`config.mk`:
```
export PLATFORM = sky130hd
export DESIGN_NAME = psa_gen
export DESIGN_NICKNAME = d
export VERILOG_FILES = /design/src/psa_pkg.sv /design/src/psa_addr_form.sv /design/src/psa_gen.sv
export SDC_FILE = /design/constraint.sdc
export NUM_CORES = 1
export LEC_CHECK = 0
export ABC_AREA = 1
export BUFFER_PORTS_ARGS = -buffer_cell sky130_fd_sc_hd__buf_2
export CORE_AREA = 2 2 101 103
export DETAILED_ROUTE_END_ITERATION = 6
export DIE_AREA = 0 0 103 105
export GPL_ROUTABILITY_DRIVEN = 0
export PLACE_DENSITY_LB_ADDON = 0.3
export SYNTH_ARGS = -nofsm -noshare
export SYNTH_HDL_FRONTEND = slang
export SYNTH_SLANG_ARGS = --single-unit
```
`constraint.sdc`:
```
create_clock -name sys_clk_in -period 1 [get_ports sys_clk_in]
set_input_delay 0.2 -clock sys_clk_in [delete_from_list [all_inputs] [get_ports sys_clk_in]]
set_output_delay 0.2 -clock sys_clk_in [all_outputs]
set_load 0.02 [all_outputs]
```
`src/psa_pkg.sv`:
```
// Package for program space address generator: widths, field positions, reset values.
// Assumes a single core clock domain; no software-reachable registers.
package psa_pkg;
  localparam int unsigned PSA_PROG_AW      = 24;
  localparam int unsigned PSA_DATA_W       = 16;
  localparam int unsigned PSA_PROG_DW      = 24;
  localparam int unsigned PSA_PAGE_W       = 8;
  localparam int unsigned PSA_PC_W         = 23;
  localparam int unsigned PSA_CFG_BIT      = 7;
  localparam int unsigned PSA_EA_MSB       = 15;
  localparam int unsigned PSA_PSV_LOW_W    = 15;
  localparam logic [7:0]  PSA_PAGE_RST     = 8'h00;
  localparam logic [23:0] PSA_ADDR_RST     = 24'h000000;
  localparam logic [15:0] PSA_DATA_RST     = 16'h0000;
  typedef enum logic [1:0] {
    PSA_SRC_FETCH = 2'b00,
    PSA_SRC_TABLE = 2'b01,
    PSA_SRC_PSV   = 2'b10
  } psa_src_t;
endpackage

```
`src/psa_addr_form.sv`:
```
// Combinational program address former for fetch, table and visibility paths.
// Assumes inputs are stable within a cycle; output is registered by the caller.
`timescale 1ns/1ps
`default_nettype none
module psa_addr_form
  import psa_pkg::*;
(
  input  wire logic [1:0]  src_in,
  input  wire logic [7:0]  table_page_in,
  input  wire logic [7:0]  vis_page_in,
  input  wire logic [15:0] ea_in,
  input  wire logic [22:0] pc_in,
  output logic      [23:0] addr_out
);
  always_comb begin
    unique case (psa_src_t'(src_in))
      PSA_SRC_TABLE: addr_out = {table_page_in, ea_in};
      // page plus low EA; EA15 dropped, bit 23 zero
      PSA_SRC_PSV:   addr_out = {1'b0, vis_page_in, ea_in[14:0]};
      PSA_SRC_FETCH: addr_out = {1'b0, pc_in[22:1], 1'b0};
      default:       addr_out = PSA_ADDR_RST;
    endcase
  end
endmodule // psa_addr_form
`default_nettype wire

```
`src/psa_gen.sv`:
```
// Top of program space address generator: page registers, access sequencing,
// read data return. Assumes core data path drives requests on sys_clk_in.
`timescale 1ns/1ps
`default_nettype none
// Function
// - Program words are 24 bits; data side uses 16-bit words.
// - Table accesses reach low word or upper byte, byte or word size.
// - Visibility window accesses are read-only; writes never reach memory.
// - Visibility reads return only the low 16 bits of the word.
// - Table address is table page over the 16-bit effective address.
// - Each table page value selects a 32K-word region.
// - Table page top bit selects configuration memory when set.
// - Visibility page register selects a 16K-word page.
// - Effective address bit 15 set forms address from visibility page.
// - Address bit 15 from visibility page bit 0; EA bit 15 ignored.
// - Visibility accesses reach user memory only, bit 23 zero.
module psa_gen
  import psa_pkg::*;
(
  input  wire logic        sys_clk_in,
  input  wire logic        rst_b_in,
  input  wire logic        table_page_we_in,
  input  wire logic        vis_page_we_in,
  input  wire logic [7:0]  page_wdata_in,
  input  wire logic        fetch_req_in,
  input  wire logic [22:0] pc_in,
  input  wire logic        table_read_instr_in,
  input  wire logic        table_write_instr_in,
  input  wire logic        table_high_in,
  input  wire logic        byte_mode_in,
  input  wire logic        data_rd_in,
  input  wire logic        data_wr_in,
  input  wire logic [15:0] data_effective_address_in,
  input  wire logic [15:0] wdata_in,
  input  wire logic [23:0] pmem_rdata_in,
  output logic      [23:0] pmem_addr_out,
  output logic             pmem_rd_out,
  output logic             pmem_wr_out,
  output logic      [23:0] pmem_wdata_out,
  output logic      [2:0]  pmem_lane_out,
  output logic             cfg_space_out,
  output logic             psv_hit_out,
  output logic             psv_wr_blocked_out,
  output logic      [15:0] rdata_out,
  output logic             rdata_valid_out,
  output logic      [7:0]  table_page_select_out,
  output logic      [7:0]  visibility_page_select_out
);
  // Refused at elaboration, not at run time
  if (PSA_PROG_AW != PSA_PAGE_W + PSA_DATA_W) begin : g_width_chk
    $error("Program address width must be page plus data width");
  end

  logic [7:0]  table_page_reg, table_page_next;
  logic [7:0]  vis_page_reg, vis_page_next;
  logic [23:0] addr_reg, addr_next;
  logic        rd_reg, rd_next, wr_reg, wr_next;
  logic [23:0] wdat_reg, wdat_next;
  logic [2:0]  lane_reg, lane_next;
  logic        cfg_reg, cfg_next, psv_reg, psv_next, blk_reg, blk_next;
  logic [15:0] rdata_reg, rdata_next;
  logic        rvalid_reg, rvalid_next;
  // Pending read return info
  logic        pend_reg, pend_next, pend_high_reg, pend_high_next;
  logic        pend_byte_reg, pend_byte_next, pend_odd_reg, pend_odd_next;

  logic [1:0]  src;
  logic [23:0] formed;
  logic        tbl_req, psv_rd, psv_wr;

  assign tbl_req = table_read_instr_in | table_write_instr_in;
  // window hit on EA bit 15
  assign psv_rd  = !tbl_req && data_rd_in && data_effective_address_in[PSA_EA_MSB];
  assign psv_wr  = !tbl_req && data_wr_in && data_effective_address_in[PSA_EA_MSB];

  always_comb begin
    if (tbl_req)
      src = PSA_SRC_TABLE;
    else if (psv_rd)
      src = PSA_SRC_PSV;
    else
      src = PSA_SRC_FETCH;
  end

  psa_addr_form u_form (
    .src_in        (src),
    .table_page_in (table_page_reg),
    .vis_page_in   (vis_page_reg),
    .ea_in         (data_effective_address_in),
    .pc_in         (pc_in),
    .addr_out      (formed)
  );

  // Page registers
  always_comb begin
    table_page_next = table_page_we_in ? page_wdata_in : table_page_reg;
    vis_page_next   = vis_page_we_in ? page_wdata_in : vis_page_reg;
  end

  always_ff @(posedge sys_clk_in or negedge rst_b_in) begin
    if (!rst_b_in) begin
      table_page_reg <= PSA_PAGE_RST;
      vis_page_reg   <= PSA_PAGE_RST;
    end else begin
      table_page_reg <= table_page_next;
      vis_page_reg   <= vis_page_next;
    end
  end

  // Access issue
  always_comb begin
    addr_next = addr_reg;
    rd_next   = 1'b0;
    wr_next   = 1'b0;
    wdat_next = wdat_reg;
    lane_next = 3'b000;
    cfg_next  = 1'b0;
    psv_next  = 1'b0;
    blk_next  = psv_wr;
    pend_next = 1'b0;
    pend_high_next = pend_high_reg;
    pend_byte_next = pend_byte_reg;
    pend_odd_next  = pend_odd_reg;
    if (tbl_req) begin
      addr_next = formed;
      cfg_next  = table_page_reg[PSA_CFG_BIT];
      rd_next   = table_read_instr_in;
      wr_next   = table_write_instr_in && !table_read_instr_in;
      if (table_high_in)
        lane_next = 3'b100;
      else if (byte_mode_in)
        lane_next = data_effective_address_in[0] ? 3'b010 : 3'b001;
      else
        lane_next = 3'b011;
      if (table_high_in)
        wdat_next = {wdata_in[7:0], 16'h0000};
      else if (byte_mode_in)
        wdat_next = {8'h00, wdata_in[7:0], wdata_in[7:0]};
      else
        wdat_next = {8'h00, wdata_in};
      pend_next      = table_read_instr_in;
      pend_high_next = table_high_in;
      pend_byte_next = byte_mode_in;
      pend_odd_next  = data_effective_address_in[0];
    end else if (psv_rd) begin
      addr_next = formed;
      rd_next   = 1'b1;
      psv_next  = 1'b1;
      lane_next = 3'b011;
      pend_next = 1'b1;
      pend_high_next = 1'b0;
      pend_byte_next = byte_mode_in;
      pend_odd_next  = data_effective_address_in[0];
    end else if (fetch_req_in) begin
      addr_next = formed;
      rd_next   = 1'b1;
      lane_next = 3'b111;
    end
  end

  // Read return, memory data sampled in the strobe cycle, valid the cycle after
  // 24-bit word to 16-bit data
  always_comb begin
    rdata_next  = rdata_reg;
    rvalid_next = pend_reg;
    if (pend_reg) begin
      if (pend_high_reg)
        rdata_next = {8'h00, pmem_rdata_in[23:16]};
      else if (pend_byte_reg)
        rdata_next = {8'h00, pend_odd_reg ? pmem_rdata_in[15:8] : pmem_rdata_in[7:0]};
      else
        rdata_next = pmem_rdata_in[15:0];
    end
  end

  always_ff @(posedge sys_clk_in or negedge rst_b_in) begin
    if (!rst_b_in) begin
      addr_reg      <= PSA_ADDR_RST;
      rd_reg        <= 1'b0;
      wr_reg        <= 1'b0;
      wdat_reg      <= PSA_ADDR_RST;
      lane_reg      <= 3'b000;
      cfg_reg       <= 1'b0;
      psv_reg       <= 1'b0;
      blk_reg       <= 1'b0;
      pend_reg      <= 1'b0;
      pend_high_reg <= 1'b0;
      pend_byte_reg <= 1'b0;
      pend_odd_reg  <= 1'b0;
      rdata_reg     <= PSA_DATA_RST;
      rvalid_reg    <= 1'b0;
    end else begin
      addr_reg      <= addr_next;
      rd_reg        <= rd_next;
      wr_reg        <= wr_next;
      wdat_reg      <= wdat_next;
      lane_reg      <= lane_next;
      cfg_reg       <= cfg_next;
      psv_reg       <= psv_next;
      blk_reg       <= blk_next;
      pend_reg      <= pend_next;
      pend_high_reg <= pend_high_next;
      pend_byte_reg <= pend_byte_next;
      pend_odd_reg  <= pend_odd_next;
      rdata_reg     <= rdata_next;
      rvalid_reg    <= rvalid_next;
    end
  end

  assign pmem_addr_out              = addr_reg;
  assign pmem_rd_out                = rd_reg;
  assign pmem_wr_out                = wr_reg;
  assign pmem_wdata_out             = wdat_reg;
  assign pmem_lane_out              = lane_reg;
  assign cfg_space_out              = cfg_reg;
  assign psv_hit_out                = psv_reg;
  assign psv_wr_blocked_out         = blk_reg;
  assign rdata_out                  = rdata_reg;
  assign rdata_valid_out            = rvalid_reg;
  assign table_page_select_out      = table_page_reg;
  assign visibility_page_select_out = vis_page_reg;

  property p_tbl_addr;
    @(posedge sys_clk_in) disable iff (!rst_b_in)
      tbl_req |=> pmem_addr_out == {$past(table_page_reg), $past(data_effective_address_in)};
  endproperty
  a_tbl_addr: assert property (p_tbl_addr) else $error("Table address wrong");

  property p_cfg_sel;
    @(posedge sys_clk_in) disable iff (!rst_b_in)
      tbl_req |=> cfg_space_out == $past(table_page_reg[PSA_CFG_BIT])
        && pmem_addr_out[23] == cfg_space_out;
  endproperty
  a_cfg_sel: assert property (p_cfg_sel) else $error("Config select mismatch");

  property p_psv_addr;
    @(posedge sys_clk_in) disable iff (!rst_b_in)
      psv_rd |=> pmem_addr_out[22:15] == $past(vis_page_reg)
                 && pmem_addr_out[14:0] == $past(data_effective_address_in[14:0]);
  endproperty
  a_psv_addr: assert property (p_psv_addr) else $error("Window address wrong");

  property p_psv_user;
    @(posedge sys_clk_in) disable iff (!rst_b_in)
      psv_hit_out |-> !pmem_addr_out[23] && !cfg_space_out;
  endproperty
  a_psv_user: assert property (p_psv_user) else $error("Window reached config");

  property p_psv_ro;
    @(posedge sys_clk_in) disable iff (!rst_b_in)
      psv_wr |=> !pmem_wr_out && psv_wr_blocked_out;
  endproperty
  a_psv_ro: assert property (p_psv_ro) else $error("Window write reached memory");

  property p_psv_low;
    @(posedge sys_clk_in) disable iff (!rst_b_in)
      (psv_rd && !byte_mode_in) ##1 1'b1 |=> rdata_valid_out
        && rdata_out == $past(pmem_rdata_in[15:0]);
  endproperty
  a_psv_low: assert property (p_psv_low) else $error("Window read not low word");

  property p_fetch;
    @(posedge sys_clk_in) disable iff (!rst_b_in)
      (fetch_req_in && !tbl_req && !psv_rd) |=> pmem_rd_out
        && pmem_addr_out == {1'b0, $past(pc_in[22:1]), 1'b0};
  endproperty
  a_fetch: assert property (p_fetch) else $error("Fetch address wrong");

  property p_high_lane;
    @(posedge sys_clk_in) disable iff (!rst_b_in)
      (tbl_req && table_high_in) |=> pmem_lane_out == 3'b100;
  endproperty
  a_high_lane: assert property (p_high_lane) else $error("Upper byte lane wrong");

  property p_byte_lane;
    @(posedge sys_clk_in) disable iff (!rst_b_in)
      (tbl_req && !table_high_in && byte_mode_in) |=>
        pmem_lane_out == ($past(data_effective_address_in[0]) ? 3'b010 : 3'b001);
  endproperty
  a_byte_lane: assert property (p_byte_lane) else $error("Byte lane wrong");

  property p_high_ret;
    @(posedge sys_clk_in) disable iff (!rst_b_in)
      (table_read_instr_in && table_high_in) ##1 1'b1 |=> rdata_valid_out
        && rdata_out == {8'h00, $past(pmem_rdata_in[23:16])};
  endproperty
  a_high_ret: assert property (p_high_ret) else $error("Upper byte read wrong");

  property p_vis_load;
    @(posedge sys_clk_in) disable iff (!rst_b_in)
      vis_page_we_in |=> visibility_page_select_out == $past(page_wdata_in);
  endproperty
  a_vis_load: assert property (p_vis_load) else $error("Window page not loaded");

  property p_wr_src;
    @(posedge sys_clk_in) disable iff (!rst_b_in)
      pmem_wr_out |-> $past(table_write_instr_in) && !$past(table_read_instr_in);
  endproperty
  a_wr_src: assert property (p_wr_src) else $error("Write strobe without table write");
endmodule // psa_gen
`default_nettype wire

```
Word-level counts from Yosys, hierarchy flattened
Index checks and enable logic that the tools add are counted.
- equality and inequality tests: 2
- multiplexer cells: 31
- bitwise operators: 1
- reductions and logical operators: 10
- operators with widths (operator ; number):
    2-to-1 mux 24 bit ; 4
    one-hot mux 24 bit (3 select lines) ; 1
    2-to-1 mux 16 bit ; 3
    2-to-1 mux 1 bit ; 14
    2-to-1 mux 3 bit ; 4
    2-to-1 mux 2 bit ; 4
    2-to-1 mux 8 bit ; 1
    logical AND 1 bit ; 5
    nonzero test 3 bit ; 1
    == test 2 x 1 -> 1 bit (second input constant) ; 1
    == test 2 bit (second input constant) ; 1
    logical NOT 1 bit ; 2
    logical NOT 2 bit ; 1
    nonzero test 2 bit ; 1
    OR 1 bit ; 1
- register bits: 93
- bits of input ports: 98
- output and inout bits: 89
- word-level logic and storage cells: 60

Logic depth before layout (Yosys ltp)
Gate-level depths: netlist of the first run.
- depth in word-level cells: 11
- mapped depth: 7
- depth with buffers taken out: 6

Hierarchy
Synthesis of the first run repeated with hierarchy kept, for this count alone.
- cells, all modules: 512
- area total of the unflattened synthesis: 4419.2 µm²
- modules (own cells, without submodules) (module ; instances ; cells each ; area each (µm²) ; seq. area each (µm²)):
    psa_gen ; 1 ; 405 ; 3857.4 ; 2327.2
    psa_addr_form ; 1 ; 107 ; 561.8 ; 0.0

Least setup slack after synthesis of the first run
OpenSTA, ideal clock, no wires.
- path kind: reg-to-reg
- start point: register pend_reg
- end point: register rdata_reg[4] (netlist: rdata_out[4])
- data arrival time: 0.957 ns
- data required time: 0.884 ns
- slack: -0.074 ns
- stages on the path, launching flop included: 7
- path buffers: 2
- clock period less this slack: 1.074 ns
- cell sequence: dfrtp_1 buf_2 inv_1 buf_2 nor2_1 nand2_1 nand2_1
- RTL lines (item ; line ; text):
    start: declaration ; psa_gen.sv:64 ; logic pend_reg, pend_next, pend_high_reg, pend_high_next;
    start signal: assignment ; psa_gen.sv:201 ; pend_reg <= pend_next;
    end signal: assignment ; psa_gen.sv:205 ; rdata_reg <= rdata_next;
    end: declaration ; psa_gen.sv:61 ; logic [15:0] rdata_reg, rdata_next;

Worst setup path in the final report of the first run
- start point: register rdata_reg[15] (netlist: rdata_out[15])
- end point: output rdata_out[15]
- RTL lines (item ; line ; text):
    end: declaration ; psa_gen.sv:44 ; output logic [15:0] rdata_out,
No word-level cell between the ends.

==> results of run 1 <==
==> final cells by class <==
type,instances,area (um2)
Clock buffer,12,155.1
Sequential cell,93,2327
Fill cell,731,2978
Inverter,25,97.59
Tap cell,133,166.4
Timing Repair Buffer,276,2253
Multi-Input combinational cell,328,1592
Clock inverter,4,70.07
==> layout by cell type, fill, tap and decap left out, types with 4 or more instances in the layout <==
| cell type | count |
|---|---|
| mux2_2 | 15 |
| nand3_1 | 40 |
| nand2_2 | 14 |
| nand3b_1 | 4 |
| inv_1 | 20 |
| buf_6 | 89 |
| o21ai_1 | 11 |
| nor2_2 | 9 |
| clkbuf_8 | 11 |
| o21ai_0 | 29 |
| nand3_2 | 7 |
| dfrtp_1 | 93 |
| buf_12 | 6 |
| nand2_1 | 158 |
| buf_4 | 84 |
| nor2_1 | 36 |
| buf_2 | 95 |
==> synth_stat cells, drive strengths merged <==
cell	number	share of area, %
nand2	174	16
dfrtp	93	58
nand3	47	6.0
nor2	47	4.6
o21ai	40	5.0
inv	24	2.2
buf	20	2.9
mux2	15	4.2
nand3b	4	0.75
a21oi	1	0.12
clkbuf	1	0.093
clkinv	1	0.093
==> metal layers <==
metal | GRT usage, % | share of wire, % | wire length [um]
met5 | 0 | 0 | 0
met1 | 28.39 | 42 | 5298
met4 | 9.586 | 2.2 | 274
met2 | 37.43 | 49 | 6278
met3 | 5.017 | 6.8 | 861
==> cell families after synthesis <==
family	Yosys count	share of synthesized area, %
multiplexers	15	4.192
AND/OR/NAND/NOR	272	27.67
flip-flops	93	57.76
buffers and inverters	46	5.279
AO/OA/AOI/OAI	41	5.093
==> metrics by stage <==
| step | power [mW] | TNS (ns) |
|---|---|---|
| floorplan | 5.395 | 0 |
| global placement | 6.296 | -3.688 |
| detailed placement | 6.344 | -4.927 |
| CTS | 9.851 | -9.204 |
| global route | 10.45 | -12.18 |
| finish | 9.965 | -7.787 |
==> worst paths after layout <==
kind,start,end,slack (ns)
min reg2reg,pmem_wdata_out[13],pmem_wdata_out[13],0.51
max in group asynchronous,rst_b_in,pmem_wdata_out[18],0.26
max reg2reg,pend_byte_reg,rdata_out[2],-0.05
max,rdata_out[15],rdata_out[15],-0.11
min in group asynchronous,rst_b_in,rdata_out[8],0.38
min,pc_in[8],pmem_addr_out[8],0.06
==> repair_timing <==
action                                  4_1_cts  5_1_grt
setup buffers                                35       22
endpoints found under the setup margin       95      106
endpoints found under the hold margin        93        0
pin swaps                                     0        9
gates resized for setup                     182       32
hold buffers                                  1        0
==> power by group <==
part           internal, mW  switching [mW]  leakage, nW
registers              4.11           0.272         1.14
clock network          1.54            1.26        0.116
logic                  1.43            1.36         2.30
==> impl_metrics.csv, run 1 <==
group,metric,value,unit
outcome,status,"finished, violations left",
outcome,violations,"setup timing",
sta,holdWs,0.06445,ns
logic_synthesis,ys_seq_area_share,57.76,%
clocking,cts_root_buf,"clkbuf_8",
floorplan,dieArea,10820,um2
floorplan,rows,36,
critical_path,cp_num_cells,1,
sta,timing.fmax,0.8979,GHz
sta,max_slew.worst_pin.slew,0.4133,ns
floorplan,design.core.area,9639,um2
final_layout,post-route-util,69.11,%
sta,hold_viol_final,0,
clocking,path_clk_slew,0.09,ns
clocking,cts_tree,"done",
critical_path,worstPathMaxFanout,2,
floorplan,start_util,41.80,%
critical_path,worst-path-buf-inv,1,
detailed_routing,ant_nets,0,
critical_path,crit_arrival,0.91,ns
sta,timing.final.crit_share,111.4,%
final_layout,syn2layout_area_growth,65.34,%
critical_path,start_kind,"register",
critical_path,cp_top_family,"flip-flops",
place,hpwl,8412,um
detailed_routing,num_vias,4200,
detailed_routing,drcViolationCount,0,
clocking,clk_latency,0.35,ns
critical_path,end_kind,"primary output",
sta,layout_min_cycle_time,1.114,ns
min_path,holdPathStages,3,
clocking,cts_inserted_buffers,9,
logic_synthesis,synth-seq-cells,93,
global_route,grt_remaining_overflow,0,
global_route,antenna_found_initial,0,
pwr,leakage,3.565,nW
sta,setup_ws,-0.1137,ns
clocking,ctsHtreeMaxLevel,3,
sta,setup_viol,95,
pwr,peakVddDrop,1.434,mV
sta,rsz0062_at_grt,"true",
detailed_routing,drt_iter0_drc,116,
floorplan,pin_count,187,
final_layout,n_antenna_cell,0,
logic_synthesis,synthesis.nets,565,
detailed_routing,wl_per_cell,14.59,um
critical_path,slowest_stage,"dfrtp_1",
logic_synthesis,yosys_warnings,0,
sta,fin_worst_skew,0.004366,ns
final_layout,nets,831,
detailed_routing,routed_via_density,4.822,
place,port-buffer-count,185,
final_layout,design_area,6661,um2
global_route,grt_max_degree,62,
floorplan,fp.dieH,105,um
critical_path,crit_chain,"buf_6",
clocking,cts.sinks,93,
global_route,grt_pass1_vias,4206,
place,dpl-instance-area,5330,um2
global_route,grt_usage,22.71,%
logic_synthesis,syn_area,4029,um2
sta,maxSlewViolCount,0,
place,place_inst,797,
run,max_cap_viol_count,0,
global_route,grt_pass1_wl,19340,um
sta,slew_headroom,72.45,%
critical_path,worst_ep_required_time,0.80,ns
floorplan,die_x,103,um
logic_synthesis,ys_types,21,
final_layout,drive_above_1_share,46.61,%
critical_path,crit_type,"register to primary output",
logic_synthesis,syn_avg_cell_area,8.627,um2
logic_synthesis,syn_inst,467,
place,dp_slack,-0.1640,ns
critical_path,reg2reg_depth,6,
clocking,cts_max_path_buffers,2,
min_path,min_path_type,"primary input to register",
detailed_routing,routed_wl,12710,um
critical_path,max_stage_delay,0.42,ns
detailed_routing,firstDrtPassIters,4,
final_layout,instances_no_fill,871,
pwr,powerDensity,1496,nW/um2
(Power assumes the default switching activity.)
==> inputs of run 2 (changes only) <==
--- a/config.mk
+++ b/config.mk
@@ -11,7 +11,7 @@
 export DETAILED_ROUTE_END_ITERATION = 6
 export DIE_AREA = 0 0 103 105
 export GPL_ROUTABILITY_DRIVEN = 0
-export PLACE_DENSITY_LB_ADDON = 0.3
+export PLACE_DENSITY = 0.75
 export SYNTH_ARGS = -nofsm -noshare
 export SYNTH_HDL_FRONTEND = slang
 export SYNTH_SLANG_ARGS = --single-unit
==> impl_metrics.csv, run 2 (same netlist as run 1, synthesis figures left out) <==
group,metric,value,unit
outcome,status,"finished, violations left",
outcome,violations,"setup timing",
critical_path,reg2reg_setup_slack,-0.06,ns
critical_path,worst_ep_required_time,0.80,ns
sta,layout_min_cycle_time,1.137,ns
clocking,cts_root_buf,"clkbuf_8",
sta,timing.final.crit_share,113.7,%
global_route,grt_remaining_overflow,0,
pwr,switching_power,2.929,mW
global_route,antenna_found_initial,1,
final_layout,layout_commonest_cell,"nand2_1",
sta,setup_viol,97,
critical_path,crit_arrival,0.94,ns
place,dp_slack,-0.1866,ns
place,hpwl,8507,um
detailed_routing,drt_iter0_drc,140,
sta,fin_worst_skew,0.006850,ns
floorplan,rows,36,
min_path,min_path_type,"primary input to register",
critical_path,max_stage_delay,0.43,ns
critical_path,crit_type,"register to primary output",
floorplan,die_x,103,um
global_route,use_met2,39.10,%
min_path,holdPathStages,3,
floorplan,dieArea,10820,um2
clocking,cts_max_path_buffers,2,
detailed_routing,wl_per_cell,14.96,um
global_route,grt_pass1_vias,4115,
final_layout,seqCellArea,2327,um2
pwr,p_sw_share,28.87,%
critical_path,cp_top_family,"flip-flops",
critical_path,worstPathMaxFanout,2,
final_layout,drive_above_1_share,48.22,%
floorplan,pin_count,187,
critical_path,r2r_start,"table_page_select_out[6]",
detailed_routing,routed_via_density,4.782,
pwr,leakage,3.579,nW
sta,hold_viol_final,0,
clocking,cts_tree,"done",
floorplan,design.core.area,9639,um2
pwr,power_frac_comb,27.7,%
detailed_routing,ant_nets,0,
critical_path,start_kind,"register",
floorplan,fp.dieH,105,um
sta,rsz0062_at_grt,"true",
sta,setup_tns,-8.465,ns
sta,setup_ws,-0.1372,ns
sta,max_slew.worst_pin.slew,0.3001,ns
final_layout,nFillCells,752,
pwr,p_int,7.217,mW
clocking,ctsHtreeMaxLevel,3,
clocking,cts_inserted_buffers,9,
detailed_routing,routed_wl,12920,um
sta,slew_headroom,79.78,%
sta,timing.fmax,0.8794,GHz
clocking,path_clk_slew,0.09,ns
global_route,met1_usage,27.52,%
floorplan,start_util,41.80,%
sta,holdWs,0.05743,ns
final_layout,instances_no_fill,864,
final_layout,syn2layout_area_growth,68.42,%
min_path,min-delay-start,"data_wr_in",
detailed_routing,drcViolationCount,0,
pwr,p_clk_share,29.1,%
detailed_routing,num_vias,4132,
min_path,holdPathEnd,"psv_wr_blocked_out",
critical_path,crit_start,"table_page_select_out[5]",
sta,maxSlewViolCount,0,
final_layout,multiInputGateArea,1652,um2
global_route,use_met3,6.288,%
critical_path,rr_endpoint,"table_page_select_out[6]",
clocking,clk_latency,0.36,ns
pwr,peakVddDrop,1.292,mV
place,place_inst,802,
critical_path,slowest_stage,"dfrtp_1",
global_route,grt_pass1_wl,19440,um
detailed_routing,firstDrtPassIters,6,
final_layout,layout_common_cells,"152 x nand2_1, 98 x buf_6, 95 x buf_2, 93 x dfrtp_1, 62 x buf_4",
global_route,grt_usage,23.09,%
run,max_cap_viol_count,0,
pwr,powerDensity,1495,nW/um2
critical_path,reg2reg_depth,3,
critical_path,worst-path-buf-inv,1,
global_route,busiest_layer,"met2",
global_route,grt_max_degree,32,
place,port-buffer-count,185,
pwr,seqPwrFrac,43.2,%
pwr,finalPower,10.15,mW
clocking,cts.sinks,93,
critical_path,end_kind,"primary output",
final_layout,nets,823,
critical_path,crit_chain,"buf_6",
run 2: through the flow:
step / cell area (um2) / utilization (%)
after global placement: 5443 / 56.46
after floorplan: 4035 / -
after detailed placement: 5443 / 56.46
final: 6785 / 70.39
after CTS: 6490 / 67.33
after global routing: 6785 / 70.39
run 2: worst max-delay path by stage:
stage	to	slack, ns	cells after the start
3_5_place_dp	pmem_addr_out[1]	-0.19	9
5_1_grt	table_page_select_out[5]	-0.16	1
3_3_place_gp	pmem_addr_out[1]	-0.19	9
4_1_cts	pmem_addr_out[10]	-0.13	1
6_report	table_page_select_out[5]	-0.14	1
2_1_floorplan	rdata_out[7]	0.006	6
run 2: power by group through the flow:
stage / registers, mW / clock network (mW) / logic, mW
finish: 4.39 / 2.95 / 2.81
global route: 4.42 / 3.20 / 3.01
CTS: 4.37 / 3.04 / 2.60
detailed placement: 4.39 / 0 / 2.00
global placement: 4.37 / 0 / 1.96
floorplan: 4.79 / 0 / 0.603
run 2: timing repair:
item | 4_1_cts | 5_1_grt
resized for setup | 184 | 53
endpoints found under the hold margin | 93 | 0
cloned | 0 | 1
endpoints found under the setup margin | 97 | 108
buffers inserted | 29 | 15
pin swaps | 5 | 29
hold buffers | 1 | 0
run 2: metal layers:
layer  vias up  routed length, um
met2       165               6595
li1       1994                  -
met1      1954               5226
met3        19                861
met4         0                238
met5         -                  0
run 2: area by class of cell:
cell class / instances / area share [%]
tap: 133 / 2.453
inverter: 25 / 1.457
sequential: 93 / 34.30
timing repair buffer: 268 / 33.82
clock buffer: 13 / 2.637
clock inverter: 3 / 0.9589
antenna: 1 / 0.03688
multi-input combinational: 328 / 24.34
==> inputs of run 3 (changes only) <==
--- a/config.mk
+++ b/config.mk
@@ -12,6 +12,7 @@
 export DIE_AREA = 0 0 103 105
 export GPL_ROUTABILITY_DRIVEN = 0
 export PLACE_DENSITY = 0.75
+export RECOVER_POWER = 25
 export SYNTH_ARGS = -nofsm -noshare
 export SYNTH_HDL_FRONTEND = slang
 export SYNTH_SLANG_ARGS = --single-unit
==> impl_metrics.csv, run 3 (same netlist as run 1, synthesis figures left out) <==
group,metric,value,unit
outcome,status,"finished, violations left",
outcome,violations,"setup timing",
clocking,cts.sinks,93,
min_path,min_path_type,"primary input to register",
critical_path,cp_top_family,"flip-flops",
sta,fin_worst_skew,0.007092,ns
final_layout,design_area,6733,um2
sta,setup_viol,96,
floorplan,pin_count,187,
global_route,grt_pass1_wl,19440,um
sta,layout_min_cycle_time,1.136,ns
clocking,ctsHtreeMaxLevel,3,
global_route,grt_usage,23.09,%
sta,hold_viol_final,0,
critical_path,worst_ep_required_time,0.80,ns
place,dpl-instance-area,5443,um2
global_route,grt_max_degree,32,
detailed_routing,num_vias,4161,
detailed_routing,ant_nets,0,
final_layout,nets,823,
run,max_cap_viol_count,0,
detailed_routing,drt_iter0_drc,106,
critical_path,worst-path-buf-inv,1,
critical_path,start_kind,"register",
sta,timing.final.crit_share,113.6,%
detailed_routing,routed_via_density,4.816,
floorplan,start_util,41.80,%
detailed_routing,routed_wl,12930,um
floorplan,design.core.area,9639,um2
pwr,powerDensity,1503,nW/um2
critical_path,crit_arrival,0.94,ns
critical_path,crit_chain,"buf_6",
critical_path,crit_type,"register to primary output",
sta,setup_ws,-0.1365,ns
floorplan,fp.dieH,105,um
sta,rsz0062_at_grt,"true",
sta,timing.fmax,0.8799,GHz
detailed_routing,firstDrtPassIters,5,
final_layout,syn2layout_area_growth,67.11,%
pwr,peakVddDrop,1.293,mV
sta,slew_headroom,69.82,%
final_layout,drive_above_1_share,47.40,%
global_route,antenna_found_initial,1,
pwr,finalPower,10.12,mW
sta,setup_tns,-8.461,ns
final_layout,layout_common_cells,"154 x nand2_1, 100 x buf_6, 94 x buf_2, 93 x dfrtp_1, 58 x buf_4",
critical_path,slowest_stage,"dfrtp_1",
critical_path,worstPathMaxFanout,2,
clocking,cts_tree,"done",
clocking,clk_latency,0.36,ns
place,hpwl,8507,um
final_layout,post-route-util,69.85,%
pwr,leakage,3.552,nW
floorplan,rows,36,
clocking,cts_root_buf,"clkbuf_8",
final_layout,layout_commonest_cell,"nand2_1",
critical_path,max_stage_delay,0.43,ns
global_route,grt_pass1_vias,4115,
floorplan,die_x,103,um
global_route,grt_remaining_overflow,0,
clocking,path_clk_slew,0.09,ns
sta,maxSlewViolCount,0,
critical_path,end_kind,"primary output",
detailed_routing,drcViolationCount,0,
clocking,cts_inserted_buffers,9,
sta,max_slew.worst_pin.slew,0.4526,ns
floorplan,dieArea,10820,um2
place,port-buffer-count,185,
detailed_routing,wl_per_cell,14.97,um
clocking,cts_max_path_buffers,2,
-- run 3: cell types whose count changed in the layout (fill, tap and decap cells not counted), moves of 2 or more --
cell,change
buf_4,-4
clkbuf_1,+4
o21ai_0,+4
o21ai_1,-4
buf_12,-3
buf_6,+2
clkbuf_2,+2
nand2_1,+2
nand2_2,-2
-- run 3: per-layer routing --
layer  vias up  share of wire [%]  wire, um  GRT usage [%]
li1       1993                  -         -              -
met1      1965                 40      5231          27.52
met2       182                 51      6557          39.10
met3        21                7.0       900          6.288
met4         0                1.9       241          8.835
met5         -                  0         0              0
-- run 3: area by class of cell --
class,count,area [um2]
sequential,93,2327
timing repair buffer,268,2247
antenna,1,2.502
clock buffer,13,178.9
tap,133,166.4
clock inverter,3,65.06
inverter,25,98.84
multi-input combinational,328,1647
fill,758,2907
-- run 3: worst paths after layout --
check,start,endpoint,slack [ns],depth (start not counted)
worst max-delay path,table_page_select_out[5],table_page_select_out[5],-0.14,1
worst min-delay path,data_wr_in,psv_wr_blocked_out,0.06,3
worst max register to register,table_page_select_out[6],table_page_select_out[6],-0.06,3
worst min register to register,rdata_out[1],rdata_out[1],0.51,2
max in group asynchronous,rst_b_in,rdata_out[15],0.11,3
min in group asynchronous,rst_b_in,pmem_addr_out[9],0.32,2
-- run 3: power by group --
part | switching, mW | internal [mW]
logic | 1.37 | 1.40
clock network | 1.27 | 1.68
registers | 0.277 | 4.11
-- run 3: worst register-to-register path, delay by kind of cell, from the launching register on --
family                 cells  cell delay (ns)
buffers and inverters      2             0.29
DFF                        1             0.41
muxes                      1             0.26
-- run 3: repair_timing --
| item | CTS | global route |
|---|---|---|
| endpoints found under the setup margin | 97 | 108 |
| hold buffers | 1 | 0 |
| cloned | 0 | 1 |
| buffers inserted | 29 | 15 |
| endpoints found under the hold margin | 93 | 0 |
| gates resized for setup | 184 | 53 |
| pin swaps | 5 | 29 |
-- run 3: stage by stage --
| stage | hold WS [ns] | cells | worst slack (ns) |
|---|---|---|---|
| floorplan | -0.09559 | 467 | 0.005973 |
| global placement | 0.08928 | 802 | -0.1856 |
| detailed placement | 0.08696 | 802 | -0.1866 |
| CTS | 0.04234 | 848 | -0.1293 |
| global route | 0.05022 | 864 | -0.1649 |
| finish | 0.05725 | 864 | -0.1365 |
